--- src/shared/usbc_pkg.sv ---
// Package of constants and carriers for the USB endpoint control block
//----------------------------------------------------------------------
// Contract
// - Global enable clear stops all USB pin drive except forced direct output
// - Endpoint two answers only while enabled
// - Endpoint one answers IN only while enabled
// - Pull-up on needs pull enable and global enable
// - Force-resume drives resume state onto lines
// - Forced direct output drives programmed pin levels
// - Control IN NAKs unless ready and not done
// - Control OUT NAKs and discards unless ready
// - SETUP always accepted and ACKed
// - Control halts STALL; SETUP clears both halts
// - Toggle bit picks DATA1 or DATA0
// - Four-bit count sets IN bytes, zero to eight
// - Endpoint one IN NAKs unless ready, not done
// - Endpoint one halt STALLs every IN and OUT; SETUP still ACKed
// - Endpoint two IN NAKs unless ready, not done
// - Endpoint two OUT NAKs and discards unless ready
// - Endpoint two halt STALLs every IN and OUT; SETUP still ACKed
// - Each flag except resume interrupts only with its enable
// - Seven-bit address selects tokens for this device
// - Transmit done set after host ACK; write-one clears
// - Receive done set after store and ACK
// - Suspended bus activity sets resume flag, wakes
// - Bus reset and end-of-packet flags from lines
//----------------------------------------------------------------------
package usbc_pkg;
	// Register offsets on the special function bus
	localparam logic [7:0] OFS_GLOBAL = 8'hE4;
	localparam logic [7:0] OFS_STATUS = 8'hEA;
	localparam int NUM_CTL = 6;
	// Global control bit positions
	localparam int B_USB_ON = 7;
	localparam int B_EP2_ON = 6;
	localparam int B_EP1_ON = 5;
	localparam int B_PULL = 4;
	localparam int B_FRES = 3;
	localparam int B_FORCE = 2;
	localparam int B_FDP = 1;
	localparam int B_FDM = 0;
	// Endpoint control bits; count sits in [3:0]; suspend sits in the enable register
	localparam int B_TX_RDY = 7;
	localparam int B_RX_RDY = 6;
	localparam int B_HALT = 5;
	localparam int B_TOGGLE = 4;
	localparam int B_SUSP = 7;
	// Status flag bits, enables share positions 6..0
	localparam int F_RESUME = 7;
	localparam int F_BUSRST = 6;
	localparam int F_EOP = 5;
	localparam int F_TX2 = 4;
	localparam int F_RX2 = 3;
	localparam int F_TX1 = 2;
	localparam int F_TX0 = 1;
	localparam int F_RX0 = 0;
	localparam logic [7:0] RST_VAL = 8'h00;
	// Bus reset must hold SE0 this long before it counts
	localparam int CLK_NS = 20;
	localparam int T_BUSRST_NS = 2500;
	localparam int BUSRST_CYC = (T_BUSRST_NS + CLK_NS - 1) / CLK_NS;
	localparam int FIFO_DEPTH = 16;
	// Token kinds and handshake codes
	typedef enum logic [1:0] {
		USBC_TK_IN = 2'h0, USBC_TK_OUT = 2'h1, USBC_TK_SETUP = 2'h2
	} usbc_tok_kind_t;
	typedef enum logic [2:0] {
		USBC_HS_DATA = 3'h1, USBC_HS_ACK = 3'h2,
		USBC_HS_NAK = 3'h3, USBC_HS_STALL = 3'h4
	} usbc_hs_t;
	// Decoded token from the serial engine
	typedef struct packed {
		logic valid;
		usbc_tok_kind_t kind;
		logic [6:0] addr;
		logic [1:0] ep;
	} usbc_tok_t;
	// Answer handed to the serial engine
	typedef struct packed {
		logic valid;
		usbc_hs_t hs;
		logic pid1;
		logic [3:0] count;
		logic [1:0] ep;
	} usbc_resp_t;
endpackage

--- src/hw/usbc_ctrl.sv ---
// USB endpoint control logic with its receive FIFO
`timescale 1ns/1ps

//----------------------------------------------------------------------
// Receive FIFO
//----------------------------------------------------------------------
module usbc_fifo #(
	parameter int WIDTH = 8,
	parameter int DEPTH = 16
) (
	input wire logic clk,
	input wire logic rst_n,
	input wire logic ce,
	input wire logic in_valid,
	output logic in_ready,
	input wire logic [WIDTH-1:0] in_data,
	output logic out_valid,
	input wire logic out_ready,
	output logic [WIDTH-1:0] out_data
);
	localparam int AW = $clog2(DEPTH);
	logic [WIDTH-1:0] mem_q [DEPTH]; // Storage words
	logic [AW-1:0] wr_q; // Write pointer
	logic [AW-1:0] rd_q; // Read pointer
	logic [AW:0] cnt_q; // Fill level
	logic push;
	logic pop;
	assign in_ready = (cnt_q != (AW+1)'(DEPTH));
	assign out_valid = (cnt_q != '0);
	assign out_data = mem_q[rd_q];
	assign push = ce && in_valid && in_ready;
	assign pop = ce && out_valid && out_ready;
	// Storage has no reset: only written words are ever read
	always_ff @(posedge clk) begin
		if (push) begin
			mem_q[wr_q] <= in_data;
		end
	end
	// Pointers and level
	always_ff @(posedge clk or negedge rst_n) begin
		if (!rst_n) begin
			wr_q <= '0;
			rd_q <= '0;
			cnt_q <= '0;
		end else begin
			if (push) wr_q <= wr_q + 1'b1;
			if (pop) rd_q <= rd_q + 1'b1;
			cnt_q <= cnt_q + (AW+1)'(push) - (AW+1)'(pop);
		end
	end
endmodule

//----------------------------------------------------------------------
// Endpoint control top
//----------------------------------------------------------------------
module usbc_ctrl
	import usbc_pkg::*;
(
	input wire logic clk,
	input wire logic rst_n,
	input wire logic ce,
	input wire logic [7:0] sfr_addr,
	input wire logic sfr_wr,
	input wire logic sfr_rd,
	input wire logic [7:0] sfr_wdata,
	output logic [7:0] sfr_rdata,
	input wire logic dp_i,
	output logic dp_o,
	output logic dp_oe,
	input wire logic dm_i,
	output logic dm_o,
	output logic dm_oe,
	output logic pullup_on,
	input wire logic sie_oe,
	input wire logic sie_dp,
	input wire logic sie_dm,
	input wire usbc_tok_t tok,
	input wire logic rx_valid,
	input wire logic [7:0] rx_data,
	input wire logic rx_end,
	output logic rx_ready,
	input wire logic host_ack,
	input wire logic host_timeout,
	output usbc_resp_t resp,
	output logic rxf_valid,
	input wire logic rxf_ready,
	output logic [7:0] rxf_data,
	output logic wake,
	output logic irq
);
	//------------------------------------------------------------------
	// Register file
	//------------------------------------------------------------------
	logic [7:0] ctl_q [NUM_CTL]; // Control registers E4..E9
	logic [7:0] flag_q; // Sticky status flags
	logic [7:0] rdata_q; // Read data holding
	logic [7:0] flag_set; // Hardware set pulses
	logic setup_hit; // SETUP token accepted
	logic usb_on;
	assign usb_on = ctl_q[0][B_USB_ON];

	// Control writes; SETUP clears both control halts
	always_ff @(posedge clk or negedge rst_n) begin
		if (!rst_n) begin
			for (int i = 0; i < NUM_CTL; i++) ctl_q[i] <= RST_VAL;
		end else if (ce) begin
			for (int i = 0; i < NUM_CTL; i++) begin
				if (sfr_wr && sfr_addr == OFS_GLOBAL + 8'(i)) begin
					ctl_q[i] <= sfr_wdata;
				end
			end
			if (setup_hit) begin
				ctl_q[1][B_HALT] <= 1'b0;
				ctl_q[2][B_RX_RDY] <= 1'b0;
			end
		end
	end

	// Write-one clears, but a same-cycle set wins
	always_ff @(posedge clk or negedge rst_n) begin
		if (!rst_n) begin
			flag_q <= RST_VAL;
		end else if (ce) begin
			flag_q <= (flag_q & ~((sfr_wr && sfr_addr == OFS_STATUS)
				? sfr_wdata : 8'h00)) | flag_set;
		end
	end

	// Read port; unmapped offsets return zero
	always_ff @(posedge clk or negedge rst_n) begin
		if (!rst_n) begin
			rdata_q <= RST_VAL;
		end else if (ce && sfr_rd) begin
			rdata_q <= 8'h00;
			for (int i = 0; i < NUM_CTL; i++) begin
				if (sfr_addr == OFS_GLOBAL + 8'(i)) rdata_q <= ctl_q[i];
			end
			if (sfr_addr == OFS_STATUS) rdata_q <= flag_q;
		end
	end
	assign sfr_rdata = rdata_q;

	// One request line, resume always enabled
	assign irq = |(flag_q[6:0] & ctl_q[4][6:0])
		| flag_q[F_RESUME];
	assign wake = flag_q[F_RESUME];

	//------------------------------------------------------------------
	// Line sampling and pin drive
	//------------------------------------------------------------------
	logic [1:0] sy1_q, sy2_q, sy3_q; // Three-stage samplers {dp,dm}
	logic [1:0] line_q; // Filtered line state
	logic [7:0] se0_cnt_q; // SE0 length counter
	logic se0_seen_q; // SE0 before J, for EOP
	logic se0;
	logic jst;

	// Sampler chain; first stage feeds only the second
	always_ff @(posedge clk or negedge rst_n) begin
		if (!rst_n) begin
			sy1_q <= 2'h2;
			sy2_q <= 2'h2;
			sy3_q <= 2'h2;
		end else if (ce) begin
			sy1_q <= {dp_i, dm_i};
			sy2_q <= sy1_q;
			sy3_q <= sy2_q;
		end
	end

	// Per-bit filter: change taken once stages two and three agree
	for (genvar b = 0; b < 2; b++) begin : g_line
		always_ff @(posedge clk or negedge rst_n) begin
			if (!rst_n) begin
				line_q[b] <= (b == 1);
			end else if (ce && sy2_q[b] == sy3_q[b]) begin
				line_q[b] <= sy2_q[b];
			end
		end
	end
	assign se0 = (line_q == 2'h0);
	assign jst = (line_q == 2'h2);

	// Bus reset and EOP detection
	always_ff @(posedge clk or negedge rst_n) begin
		if (!rst_n) begin
			se0_cnt_q <= 8'h00;
			se0_seen_q <= 1'b0;
		end else if (ce) begin
			if (!usb_on || !se0) se0_cnt_q <= 8'h00;
			else if (se0_cnt_q != 8'(BUSRST_CYC)) se0_cnt_q <= se0_cnt_q + 8'h01;
			if (se0) se0_seen_q <= usb_on;
			else if (jst) se0_seen_q <= 1'b0;
		end
	end

	// Pin drive: forced output first, then resume K, then engine
	always_comb begin
		dp_oe = 1'b0;
		dm_oe = 1'b0;
		dp_o = 1'b0;
		dm_o = 1'b0;
		if (ctl_q[0][B_FORCE]) begin
			dp_oe = 1'b1;
			dm_oe = 1'b1;
			dp_o = ctl_q[0][B_FDP];
			dm_o = ctl_q[0][B_FDM];
		end else if (usb_on && ctl_q[0][B_FRES]) begin
			dp_oe = 1'b1;
			dm_oe = 1'b1;
			dm_o = 1'b1;
		end else if (usb_on && sie_oe) begin
			dp_oe = 1'b1;
			dm_oe = 1'b1;
			dp_o = sie_dp;
			dm_o = sie_dm;
		end
	end
	assign pullup_on = ctl_q[0][B_PULL] && usb_on;

	//------------------------------------------------------------------
	// Transaction sequencer
	//------------------------------------------------------------------
	typedef enum logic [2:0] {
		USBC_ST_IDLE = 3'b001,
		USBC_ST_RX = 3'b010,
		USBC_ST_ACK = 3'b100
	} usbc_state_t;
	usbc_state_t st_q; // Current state
	usbc_resp_t resp_q; // Registered answer
	logic [1:0] ep_q; // Endpoint of transaction
	logic setup_q; // Transaction is SETUP
	logic take_q; // Data is being stored
	logic halt_q; // Answer STALL at end
	logic hit; // Token addressed and enabled
	logic [7:0] epc; // Selected endpoint control
	logic ep_halt; // Selected halt bit
	logic tx_done; // Selected transmit done flag
	logic rx_done; // Selected receive done flag
	logic rx_ok; // OUT may be stored
	logic fifo_ready;

	// Endpoint selection and enables
	always_comb begin
		epc = ctl_q[1];
		ep_halt = ctl_q[2][B_RX_RDY];
		tx_done = flag_q[F_TX0];
		rx_done = flag_q[F_RX0];
		hit = 1'b0;
		case (tok.ep)
			2'h0: hit = 1'b1;
			2'h1: begin
				epc = ctl_q[2];
				ep_halt = ctl_q[2][B_HALT];
				tx_done = flag_q[F_TX1];
				rx_done = 1'b1;
				hit = ctl_q[0][B_EP1_ON]
					&& (tok.kind == USBC_TK_IN || ep_halt);
			end
			2'h2: begin
				epc = ctl_q[3];
				ep_halt = ctl_q[3][B_HALT];
				tx_done = flag_q[F_TX2];
				rx_done = flag_q[F_RX2];
				hit = ctl_q[0][B_EP2_ON];
			end
			default: hit = 1'b0;
		endcase
		if (tok.ep == 2'h0 && tok.kind != USBC_TK_IN) begin
			ep_halt = ctl_q[1][B_HALT];
		end
		hit = hit && tok.valid && usb_on
			&& tok.addr == ctl_q[5][6:0];
	end
	assign rx_ok = epc[B_RX_RDY] && !rx_done;
	assign setup_hit = ce && hit && st_q == USBC_ST_IDLE
		&& tok.kind == USBC_TK_SETUP;

	// Sequencer state and answers
	always_ff @(posedge clk or negedge rst_n) begin
		if (!rst_n) begin
			st_q <= USBC_ST_IDLE;
			resp_q <= '0;
			ep_q <= 2'h0;
			setup_q <= 1'b0;
			take_q <= 1'b0;
			halt_q <= 1'b0;
		end else if (ce) begin
			resp_q.valid <= 1'b0;
			if (!usb_on) begin
				st_q <= USBC_ST_IDLE;
			end else begin
				case (st_q)
					USBC_ST_IDLE: begin
						if (hit && tok.kind == USBC_TK_IN) begin
							resp_q.valid <= 1'b1;
							resp_q.ep <= tok.ep;
							resp_q.pid1 <= epc[B_TOGGLE];
							resp_q.count <= epc[3:0];
							if (ep_halt) begin
								resp_q.hs <= USBC_HS_STALL;
							end else if (!epc[B_TX_RDY] || tx_done) begin
								resp_q.hs <= USBC_HS_NAK;
							end else begin
								resp_q.hs <= USBC_HS_DATA;
								st_q <= USBC_ST_ACK;
							end
							ep_q <= tok.ep;
						end else if (hit) begin
							st_q <= USBC_ST_RX;
							ep_q <= tok.ep;
							setup_q <= (tok.kind == USBC_TK_SETUP);
							halt_q <= ep_halt && tok.kind != USBC_TK_SETUP;
							take_q <= (tok.kind == USBC_TK_SETUP)
								|| (rx_ok && !ep_halt);
						end
					end
					USBC_ST_RX: begin
						if (rx_end) begin
							st_q <= USBC_ST_IDLE;
							resp_q.valid <= 1'b1;
							resp_q.ep <= ep_q;
							resp_q.count <= 4'h0;
							resp_q.pid1 <= 1'b0;
							if (halt_q) resp_q.hs <= USBC_HS_STALL;
							else if (take_q) resp_q.hs <= USBC_HS_ACK;
							else resp_q.hs <= USBC_HS_NAK;
						end
					end
					USBC_ST_ACK: begin
						if (host_ack || host_timeout || tok.valid) begin
							st_q <= USBC_ST_IDLE;
						end
					end
					default: st_q <= USBC_ST_IDLE;
				endcase
			end
		end
	end
	assign resp = resp_q;

	// Hardware flag events
	always_comb begin
		flag_set = 8'h00;
		flag_set[F_BUSRST] = se0_cnt_q == 8'(BUSRST_CYC - 1);
		flag_set[F_EOP] = se0_seen_q && jst;
		flag_set[F_RESUME] = ctl_q[4][B_SUSP] && !jst;
		if (st_q == USBC_ST_ACK && host_ack) begin
			flag_set[F_TX0] = (ep_q == 2'h0);
			flag_set[F_TX1] = (ep_q == 2'h1);
			flag_set[F_TX2] = (ep_q == 2'h2);
		end
		if (st_q == USBC_ST_RX && rx_end && take_q && !halt_q) begin
			flag_set[F_RX0] = (ep_q == 2'h0);
			flag_set[F_RX2] = (ep_q == 2'h2);
		end
	end

	// Bytes of a refused packet are dropped, not queued
	usbc_fifo #(.WIDTH(8), .DEPTH(FIFO_DEPTH)) u_rx_fifo (
		.clk(clk),
		.rst_n(rst_n),
		.ce(ce),
		.in_valid(rx_valid && st_q == USBC_ST_RX && take_q),
		.in_ready(fifo_ready),
		.in_data(rx_data),
		.out_valid(rxf_valid),
		.out_ready(rxf_ready),
		.out_data(rxf_data)
	);
	// Stall source only for bytes we keep
	assign rx_ready = fifo_ready || !(st_q == USBC_ST_RX && take_q);
endmodule

--- config.mk ---
export PLATFORM = sky130hd
export DESIGN_NAME = usbc_ctrl
export DESIGN_NICKNAME = d
export VERILOG_FILES = /design/src/shared/usbc_pkg.sv /design/src/hw/usbc_ctrl.sv
export SDC_FILE = /design/constraint.sdc
export NUM_CORES = 1
export LEC_CHECK = 0
export CELL_PAD_IN_SITES_DETAIL_PLACEMENT = 1
export CELL_PAD_IN_SITES_GLOBAL_PLACEMENT = 1
export CORE_MARGIN = 5
export CORE_UTILIZATION = 40
export CTS_BUF_LIST = sky130_fd_sc_hd__clkbuf_4 sky130_fd_sc_hd__clkbuf_8
export CTS_CLUSTER_SIZE = 14
export DETAILED_ROUTE_END_ITERATION = 8
export DONT_BUFFER_PORTS = 1
export PLACE_DENSITY_LB_ADDON = 0.08
export SETUP_SLACK_MARGIN = 0.15
export SLEW_MARGIN = 20
export SYNTH_ARGS = -nofsm -noshare
export SYNTH_HDL_FRONTEND = slang
export SYNTH_SLANG_ARGS = --single-unit
export TNS_END_PERCENT = 20
--- constraint.sdc ---
create_clock -name clk -period 3.39 [get_ports clk]
set_input_delay 0.1695 -clock clk [delete_from_list [all_inputs] [get_ports clk]]
set_output_delay 0.1695 -clock clk [all_outputs]
set_load 0.05 [all_outputs]
# Yosys cells after proc, flatten, opt, wreduce, memory -nomap -nowiden
# Memory sizes are Yosys's and may differ from the RTL's.
# Cells that the tools add are included.
[totals]
inputBits = 51
n_memories = 1
reg_bits = 112
wordCells = 206
ramBits = 128
output_inout_bits = 36
[memory_table]
columns = ["name", "depth", "word_bits", "rd", "rd_ports_with_merged_regs", "wr", "line", "rtl"]
rows = [
  ["u_rx_fifo.mem_q", 16, 8, 1, 0, 1, "usbc_ctrl.sv:22", "logic [WIDTH-1:0] mem_q [DEPTH];"],
]
[classes]
muxes = 55
bitwise_logic = 6
eq_ne = 30
n_addsub = 5
n_reduce_logical = 80
[op_table]
columns = ["op", "n"]
rows = [
  ["$mux W8", 10],
  ["$eq A8 B8 Y1 const B", 7],
  ["$logic_and A1 B1 Y1", 38],
  ["$mux W11", 3],
  ["$mux W3", 9],
  ["$pmux W11 S2", 1],
  ["$mux W1", 20],
  ["$reduce_and A2 Y1", 10],
  ["$pmux W8 S2", 1],
  ["$reduce_bool A2 Y1", 7],
  ["$reduce_and A5 Y1", 2],
  ["$pmux W3 S3", 1],
  ["$add A4 B1 Y4 const B", 2],
  ["$add A8 B1 Y8 const B", 1],
  ["$and A8 B8 Y8", 1],
  ["$eq A2 B2 Y1 const B", 4],
  ["$eq A8 B7 Y1 const B", 1],
  ["$logic_not A1 Y1", 8],
  ["$logic_not A2 Y1", 4],
  ["$mux W2", 4],
  ["$ne A4 B4 Y1 const B", 2],
  ["$ne A8 B7 Y1 const B", 1],
  ["$not A8 Y8", 1],
  ["$or A8 B8 Y8", 1],
  ["25 further kinds", 37],
]

# Longest topological paths before layout
# Gate-level depths: netlist (run 1).
[depth]
word_depth = 12
ltp_mapped = 15
ltp_nobuf = 14

# Hierarchy
# A second synthesis (run 1) with hierarchy kept.
[unflattened]
hier_cells = 748
hier_area_um2 = 10964.3
[modules_own_cells]
columns = ["module", "cells_per_inst", "seq_area_each_um2", "area_per_inst_um2", "instances"]
rows = [
  ["usbc_fifo", 281, 4169.0, 5703.0, 1],
  ["usbc_ctrl", 467, 2483.6, 5261.3, 1],
]

# Worst setup path after synthesis (run 1)
# OpenSTA, ideal clock, no wires.
[synth_timing]
path_type = "register to register"
start = "register u_rx_fifo.cnt_q[3]"
end = "register u_rx_fifo.cnt_q[4]"
path_stages_with_launch = 16
slack_ps = 212
setup_time_ps = 125
required_time_ps = 3265
arrival_time_ps = 3053
period_less_slack_ps = 3178
path_cell_list = "dfrtp_1 inv_1 ha_1 or4b_2 and3_1 clkbuf_1 ha_1 inv_1 ha_1 inv_1 fa_1 inv_1 a21oi_1 nor2_1 nor2_1 xnor2_1"
[synth_between]
elab_chain_cells = 4
elab_cells_between_ends = 7
cone_classes = "2 x add/sub; 1 x eq/ne; 4 x reduce/logical"
[synth_rtl]
columns = ["element", "line", "rtl"]
rows = [
  ["start, declared", "usbc_ctrl.sv:25", "logic [AW:0] cnt_q;"],
  ["start signal, assigned", "usbc_ctrl.sv:48", "cnt_q <= cnt_q + (AW+1)'(push) - (AW+1)'(pop);"],
  ["$reduce_bool A5 Y1", "usbc_ctrl.sv:29", "assign out_valid = (cnt_q != '0);"],
  ["named net rxf_valid", "usbc_ctrl.sv:85", "output logic rxf_valid,"],
  ["$logic_and A1 B1 Y1 (2 in a row)", "usbc_ctrl.sv:32", "assign pop = ce && out_valid && out_ready;"],
  ["named net u_rx_fifo.pop", "usbc_ctrl.sv:27", "logic pop;"],
  ["$sub A5 B1 Y5", "usbc_ctrl.sv:48", ""],
]
# The timed path passes the listed nets, and every way through them passes these cells.
# A chain may end at the register's enable or synchronous reset.

# Worst setup path in the final report (run 1)
[layout_timing]
start = "register u_rx_fifo.cnt_q[2]"
end = "register u_rx_fifo.cnt_q[4]"
[layout_between]
elab_chain_cells = 4
elab_cells_between_ends = 7
cone_classes = "2 x add/sub; 1 x eq/ne; 4 x reduce/logical"
[layout_rtl]
columns = ["element", "line"]
rows = [
  ["$ne A5 B5 Y1 or $reduce_bool A5 Y1 (tied branches)", "usbc_ctrl.sv:28, usbc_ctrl.sv:29"],
  ["$logic_and A1 B1 Y1, on equally long branches", "usbc_ctrl.sv:31, usbc_ctrl.sv:32"],
  ["$add A5 B1 Y5 or $logic_and A1 B1 Y1 (tied branches)", "usbc_ctrl.sv:48, usbc_ctrl.sv:32"],
  ["$sub A5 B1 Y5 (*)", "usbc_ctrl.sv:48"],
]
# Every way passes the cells marked *; elsewhere a longest branch is shown, timed or not.

==> out/metrics.yaml, run 1 <==
layout:
  nFillCells: 2629
  multi_input_area_um2: 3900
  antennaDiodeCount: 0
  drive_gt1_share_pct: 26.3
  final_core_util_pct: 46.7
  fin_nets: 864
  regArea_um2: 6650
  area_growth_pct: 15.4
routing:
  wl_mm: 29.5
  via_per_inst: 5.67
  drc_errors: 0
  routed-via-count: 6617
  routedWlPerCell_um: 25.2
  first_pass_iters: 5
  drt_iter0_drc: 356
  ant_nets: 0
power:
  leakagePower_nw: 4.83
  power.density_nw_per_um2: 647
  max-vdd-ir-drop_mv: 0.262
placed_design:
  gp_congestion: 0.840
  dpl.hpwl_mm: 19.6
  port_buffers: 0
grt:
  grt_pass1_vias: 7458
  grt_max_degree: 113
  track_usage_pct: 19.7
  grt-ovfl-total: 0
  grt_pass1_wl_mm: 46.3
  antenna_found_initial: 1
synthesis:
  ys_types: 65
  synthCells: 739
  syn_area_um2: 10800
  synth_fp_nets: 809
  synth-seq-cells: 240
  synthTopCellsByArea: "edfxtp_1 (35%), dfrtp_1 (25%), mux4_2 (9.4%)"
  synth_area_leader_cell: "edfxtp_1"
  yosysTopAreaCellShare_pct: 35.5
  ys.flop_type: "edfxtp_1"
  seq_area_frac_synth_pct: 61.4
  yosysMostFrequentCell: "edfxtp_1"
  synth_edf_count: 128
  postSynthAreaPerCell_um2: 14.7
  yosys-top-cells-count: "edfxtp_1 (128), dfrtp_1 (107), mux2_2 (58)"
  async_reset_ff_share_pct: 46.7
  yosys_warnings: 0
clock_network:
  cts_buffers: 42
  cts_num_sinks: 240
  cts.path.max_buffers: 3
  htree_levels: 2
  clkTransAtPathRegs_ns: 0.06
  clk_latency_ns: 0.55
  cts_tree: "yes"
  post_cts_buffers: 0
  root_buffer: "clkbuf_8"
critical_path:
  critPathKind: "flip-flop to flip-flop"
  reg2reg_slack_ns: 0.43
  cp.required_ns: 3.80
  start_kind: "flip-flop"
  arrival_ns: 3.37
  reg2reg_from: "u_rx_fifo.cnt_q[2]"
  r2r_cells: 14
  worst_setup_path_end_kind: "flip-flop"
  timing.rr.end: "u_rx_fifo.cnt_q[4]"
  crit_fanout: 5
floorplanning:
  dieArea_um2: 30500
  core_um2: 26800
  num_rows: 60
  ios: 87
  start_util_pct: 40.4
  dieWidth_um: 175
  die_h_um: 175
worst_hold_path:
  min_from: "sfr_addr[1]"
  worstHoldPathType: "input port to flip-flop"
  min_path_cells: 3
  hold_end: "sfr_rdata[2]"
sta:
  fin_crit_ns: 2.96
  finalSetupViolations: 0
  fin_setup_tns_ns: 0
  period_share_pct: 87.3
  tightest_slew_ns: 1.02
  slew_violations: 0
  max_freq_ghz: 0.338
  grt_setup_unrepaired: "no"
  hold_viol: 0
  slew_headroom_pct: 31.5
  finClkSkew_ns: 0.0156
run_status:
  status: "finished clean"
flow_run:
  cap_violations: 0
==> report_power, final <==
part | switching, mW | internal (mW) | leakage [nW]
clock network | 1.19 | 1.70 | 0.496
registers | 0.215 | 3.19 | 2.61
logic | 1.04 | 0.753 | 1.73
total | 2.44 | 5.65 | 4.83
==> area by class of cell <==
class	instances	area share, %
sequential	240	53.2
multi-input combinational	428	31.1
clock buffer	68	6.63
timing repair buffer	46	3.78
tap	341	3.41
inverter	36	1.08
clock inverter	8	0.770
==> kinds of logic (layout without fill, tap and decap cells) <==
family          Yosys count  count (layout)  share of synthesized area [%]
simple gates            159             159                           8.20
buf+inv                  71             158                           2.78
flops                   240             240                           61.4
xor+xnor                 19              19                           1.54
mux                     111             111                           16.1
compound gates          120             120                           7.71
fa+ha+maj                19              19                           2.26
==> worst max-delay path by stage <==
stage	startpoint	to	slack (ns)
after detailed placement	u_rx_fifo.cnt_q[2]	u_rx_fifo.cnt_q[4]	0.29
after floorplan	u_rx_fifo.cnt_q[3]	u_rx_fifo.cnt_q[4]	0.21
after CTS	u_rx_fifo.cnt_q[2]	u_rx_fifo.cnt_q[4]	0.29
final	u_rx_fifo.cnt_q[2]	u_rx_fifo.cnt_q[4]	0.43
after global routing	u_rx_fifo.cnt_q[2]	u_rx_fifo.cnt_q[4]	0.20
after global placement	u_rx_fifo.cnt_q[3]	u_rx_fifo.cnt_q[4]	0.43
==> cell usage in the layout (no fill, tap or decap), types with 25 or more instances in the layout <==
cell type	count
mux4_2	45
dfrtp_1	106
mux2_2	58
nand2_1	35
a21oi_1	25
edfxtp_1	128
dlygate4sd3_1	33
nor2_1	34
inv_1	35
clkbuf_8	51
==> worst max-delay path, cell delays in order (launching register included) <==
cell,delay (ns)
dfrtp_1,0.39
inv_1,0.10
ha_1,0.16
or4b_2,0.62
and3_4,0.23
ha_1,0.28
inv_1,0.06
ha_1,0.16
inv_1,0.07
fa_2,0.38
inv_1,0.06
a21oi_1,0.05
nor2_1,0.09
nor2_1,0.06
xnor2_1,0.12
==> through the flow <==
step | instances | hold slack [ns] | worst slack [ns] | total power [mW] | area (um2)
finish | 1167 | 0.0398 | 0.429 | 8.09 | 12500
CTS | 1167 | 0.0136 | 0.285 | 8.21 | 12500
global route | 1167 | 0.0207 | 0.202 | 8.48 | 12500
floorplan | 739 | -0.126 | 0.212 | 4.80 | 10800
detailed placement | 1056 | -0.123 | 0.289 | 5.17 | 11200
global placement | 1056 | -0.123 | 0.427 | 5.12 | 11200
==> flip-flops by register name (all words and copies together) (netlist names) <==
signal,flops
flag_q,8
line_q,2
resp,11
sy2_q,2
u_rx_fifo.cnt_q,5
sfr_rdata,8
u_rx_fifo.rd_q,4
st_q,3
u_rx_fifo.wr_q,4
take_q,1
se0_seen_q,1
u_rx_fifo.mem_q,128
halt_q,1
ep_q,2
sy1_q,2
ctl_q,48
sy3_q,2
se0_cnt_q,8
==> layer usage <==
metal  GRT usage (%)  vias up  part of all wire (%)
met5               0        -                     0
met4            6.81        0                   2.7
met3            4.09       53                   4.7
met2            33.1      163                    50
met1            25.5     3460                    43
li1                -     2941                     -
==> repair_timing <==
item / in CTS / in global routing
endpoints found under the setup margin: 0 / 1
hold buffers: 35 / 0
endpoints found under the hold margin: 334 / 0
gates resized for setup: 0 / 3
(Power assumes the default switching activity.)
==> run 2: changes to the inputs <==
Settings changed: ABC_AREA set to 1.
==> run 2 against run 1 <==
Against the previous run:
- critical path depth decreased by 8
- combinational power increased by 11%
- highest routed layer unchanged
- sequential power about the same
- die area increased by 3.4%
==> out/metrics.yaml, run 2 <==
run_status:
  status: "finished clean"
critical_path:
  arrival_ns: 2.87
  path_buf_inv: 2
  cp.required_ns: 3.22
  crit_fanout: 29
  critical_path.cell_chain: "inv_1 > buf_4 > nor2_1 > o221ai_1 > nand3_1 > nand2_1"
  crit_cells: 6
  worst_setup_path_end_kind: "output port"
  start_kind: "flip-flop"
  critPathKind: "flip-flop to output port"
  max_stage_delay_ns: 0.65
  cp_top_family: "buffers and inverters"
  r2r_cells: 7
  cp_slowest_cell: "dfrtp_4"
placed_design:
  dp_cells: 1502
  dpl.hpwl_mm: 23.4
  gp_congestion: 0.798
  pre_cts_ws_ns: 0.756
  port_buffers: 0
power:
  p_total_mw: 8.35
  leakagePower_nw: 5.46
  power.density_nw_per_um2: 649
  max-vdd-ir-drop_mv: 0.244
grt:
  grt_max_degree: 113
  track_usage_pct: 21.7
  grt_pass1_wl_mm: 52.7
  grt_pass1_vias: 9209
  antenna_found_initial: 0
  grt-ovfl-total: 0
synthesis:
  seq_area_frac_synth_pct: 59.2
  synthCells: 1155
  ys_types: 46
  async_reset_ff_share_pct: 46.7
  synth_fp_nets: 1225
  postSynthAreaPerCell_um2: 9.72
  yosys_warnings: 0
  synth_edf_count: 128
  yosys-top-cells-count: "nand2_1 (287), edfxtp_1 (128), nor2_1 (116)"
  syn_area_um2: 11200
  ys.flop_type: "edfxtp_1"
  yosysTopAreaCellShare_pct: 34.2
  yosysMostFrequentCell: "nand2_1"
  synth_area_leader_cell: "edfxtp_1"
  synthTopCellsByArea: "edfxtp_1 (34%), dfrtp_1 (24%), nand2_1 (9.6%)"
  synth-seq-cells: 240
routing:
  drt_iter0_drc: 385
  via_per_inst: 5.18
  routedWlPerCell_um: 20.7
  drc_errors: 0
  ant_nets: 0
  routed-via-count: 8351
  wl_mm: 33.4
  first_pass_iters: 5
floorplanning:
  dieWidth_um: 178
  ios: 87
  core_um2: 27800
  dieArea_um2: 31500
  start_util_pct: 40.4
  num_rows: 61
  die_h_um: 178
clock_network:
  cts.path.max_buffers: 3
  root_buffer: "clkbuf_8"
  post_cts_buffers: 0
  clkTransAtPathRegs_ns: 0.06
  htree_levels: 2
  clk_latency_ns: 0.55
  cts_num_sinks: 240
  cts_tree: "yes"
  cts_buffers: 43
layout:
  antennaDiodeCount: 0
  final_cell_mix: "nand2_1 (287), edfxtp_1 (128), nor2_1 (116)"
  area_growth_pct: 14.6
  layout_commonest_cell: "nand2_1"
  multi_input_area_um2: 3940
  stdcell_count: 1611
  largest_register: "u_rx_fifo.mem_q"
  largest_reg_flops: 128
  fin_nets: 1269
  nFillCells: 3181
  drive_gt1_share_pct: 10.2
  final_core_util_pct: 46.3
  regArea_um2: 6660
worst_hold_path:
  min_path_cells: 5
  worstHoldPathType: "input port to flip-flop"
sta:
  hold_viol: 0
  slew_headroom_pct: 31.0
  tightest_slew_ns: 1.03
  finalSetupViolations: 0
  fin_setup_tns_ns: 0
  period_share_pct: 89.7
  setup_ws_ns: 0.349
  slew_violations: 0
  fin_crit_ns: 3.04
  max_freq_ghz: 0.329
  grt_setup_unrepaired: "no"
  finClkSkew_ns: 0.0254
flow_run:
  cap_violations: 0
run 2: cell count changes after synthesis, sizes merged, moves of 41 or more:
cell   before  now
nand3       4   45
mux2       58    0
mux4       45    0
nand2      35  295
o21ai      24  134
inv        36  116
nor2       34  121
run 2: cell families (layout without fill, tap and decap cells):
family                     count (synthesis)  in the layout  share of synthesized area [%]
buffers and inverters                    156            234                           5.68
muxes                                     25             25                           2.23
xor gates and xnor gates                  15             15                           1.17
adders and majority gates                 19             19                           2.18
and+or+nand+nor                          503            503                           19.2
AOI/OAI and AO/OA                        197            197                           10.3
DFF                                      240            240                           59.2
run 2: area by class of cell:
cell class	count	area share [%]
sequential	240	51.7
clock inverter	9	0.778
multi-input combinational	759	30.6
tap	378	3.67
timing repair buffer	38	3.13
clock buffer	70	6.71
inverter	117	3.41
run 2: report_power, final:
| group | total, mW | switching [mW] | internal [mW] |
|---|---|---|---|
| clock | 2.97 | 1.21 | 1.77 |
| sequential | 3.39 | 0.214 | 3.18 |
| combinational | 1.99 | 1.40 | 0.581 |
| total | 8.35 | 2.83 | 5.53 |
run 2: worst paths after layout:
check | endpoint | slack, ns | start
min in group asynchronous | ctl_q[18] | 0.28 | rst_n
max | rxf_data[4] | 0.35 | u_rx_fifo.rd_q[0]
min | resp[9] | 0.03 | tok[9]
max reg2reg | u_rx_fifo.mem_q[5][4] | 0.79 | st_q[2]
max in group asynchronous | u_rx_fifo.rd_q[0] | 2.62 | rst_n
min reg2reg | sy2_q[1] | 0.46 | sy2_q[1]
run 2: per-stage QoR:
stage          hold WS (ns)  instance area [um2]
3_5_place_dp         -0.123                11600
5_1_grt              0.0517                12900
4_1_cts            0.000607                12900
6_report             0.0268                12900
2_1_floorplan        -0.126                11200
3_3_place_gp         -0.122                11600
run 2: repair_timing:
item,CTS,global route
gates resized for setup,0,1
hold buffers,30,0
endpoints found under the hold margin,305,0
setup endpoints to repair,0,7
run 2: metal layers:
metal	track usage, %	part of all wire [%]
met1	26.2	41
met2	39.5	52
met3	3.73	4.0
met4	6.83	2.9
met5	0	0
run 2: worst register-to-register path: cells and delay by family (launching register included):
| kind | cells | cell delay, ns |
|---|---|---|
| AND/OR/NAND/NOR | 5 | 1.52 |
| flip-flops | 1 | 0.41 |
| buffers and inverters | 2 | 0.29 |
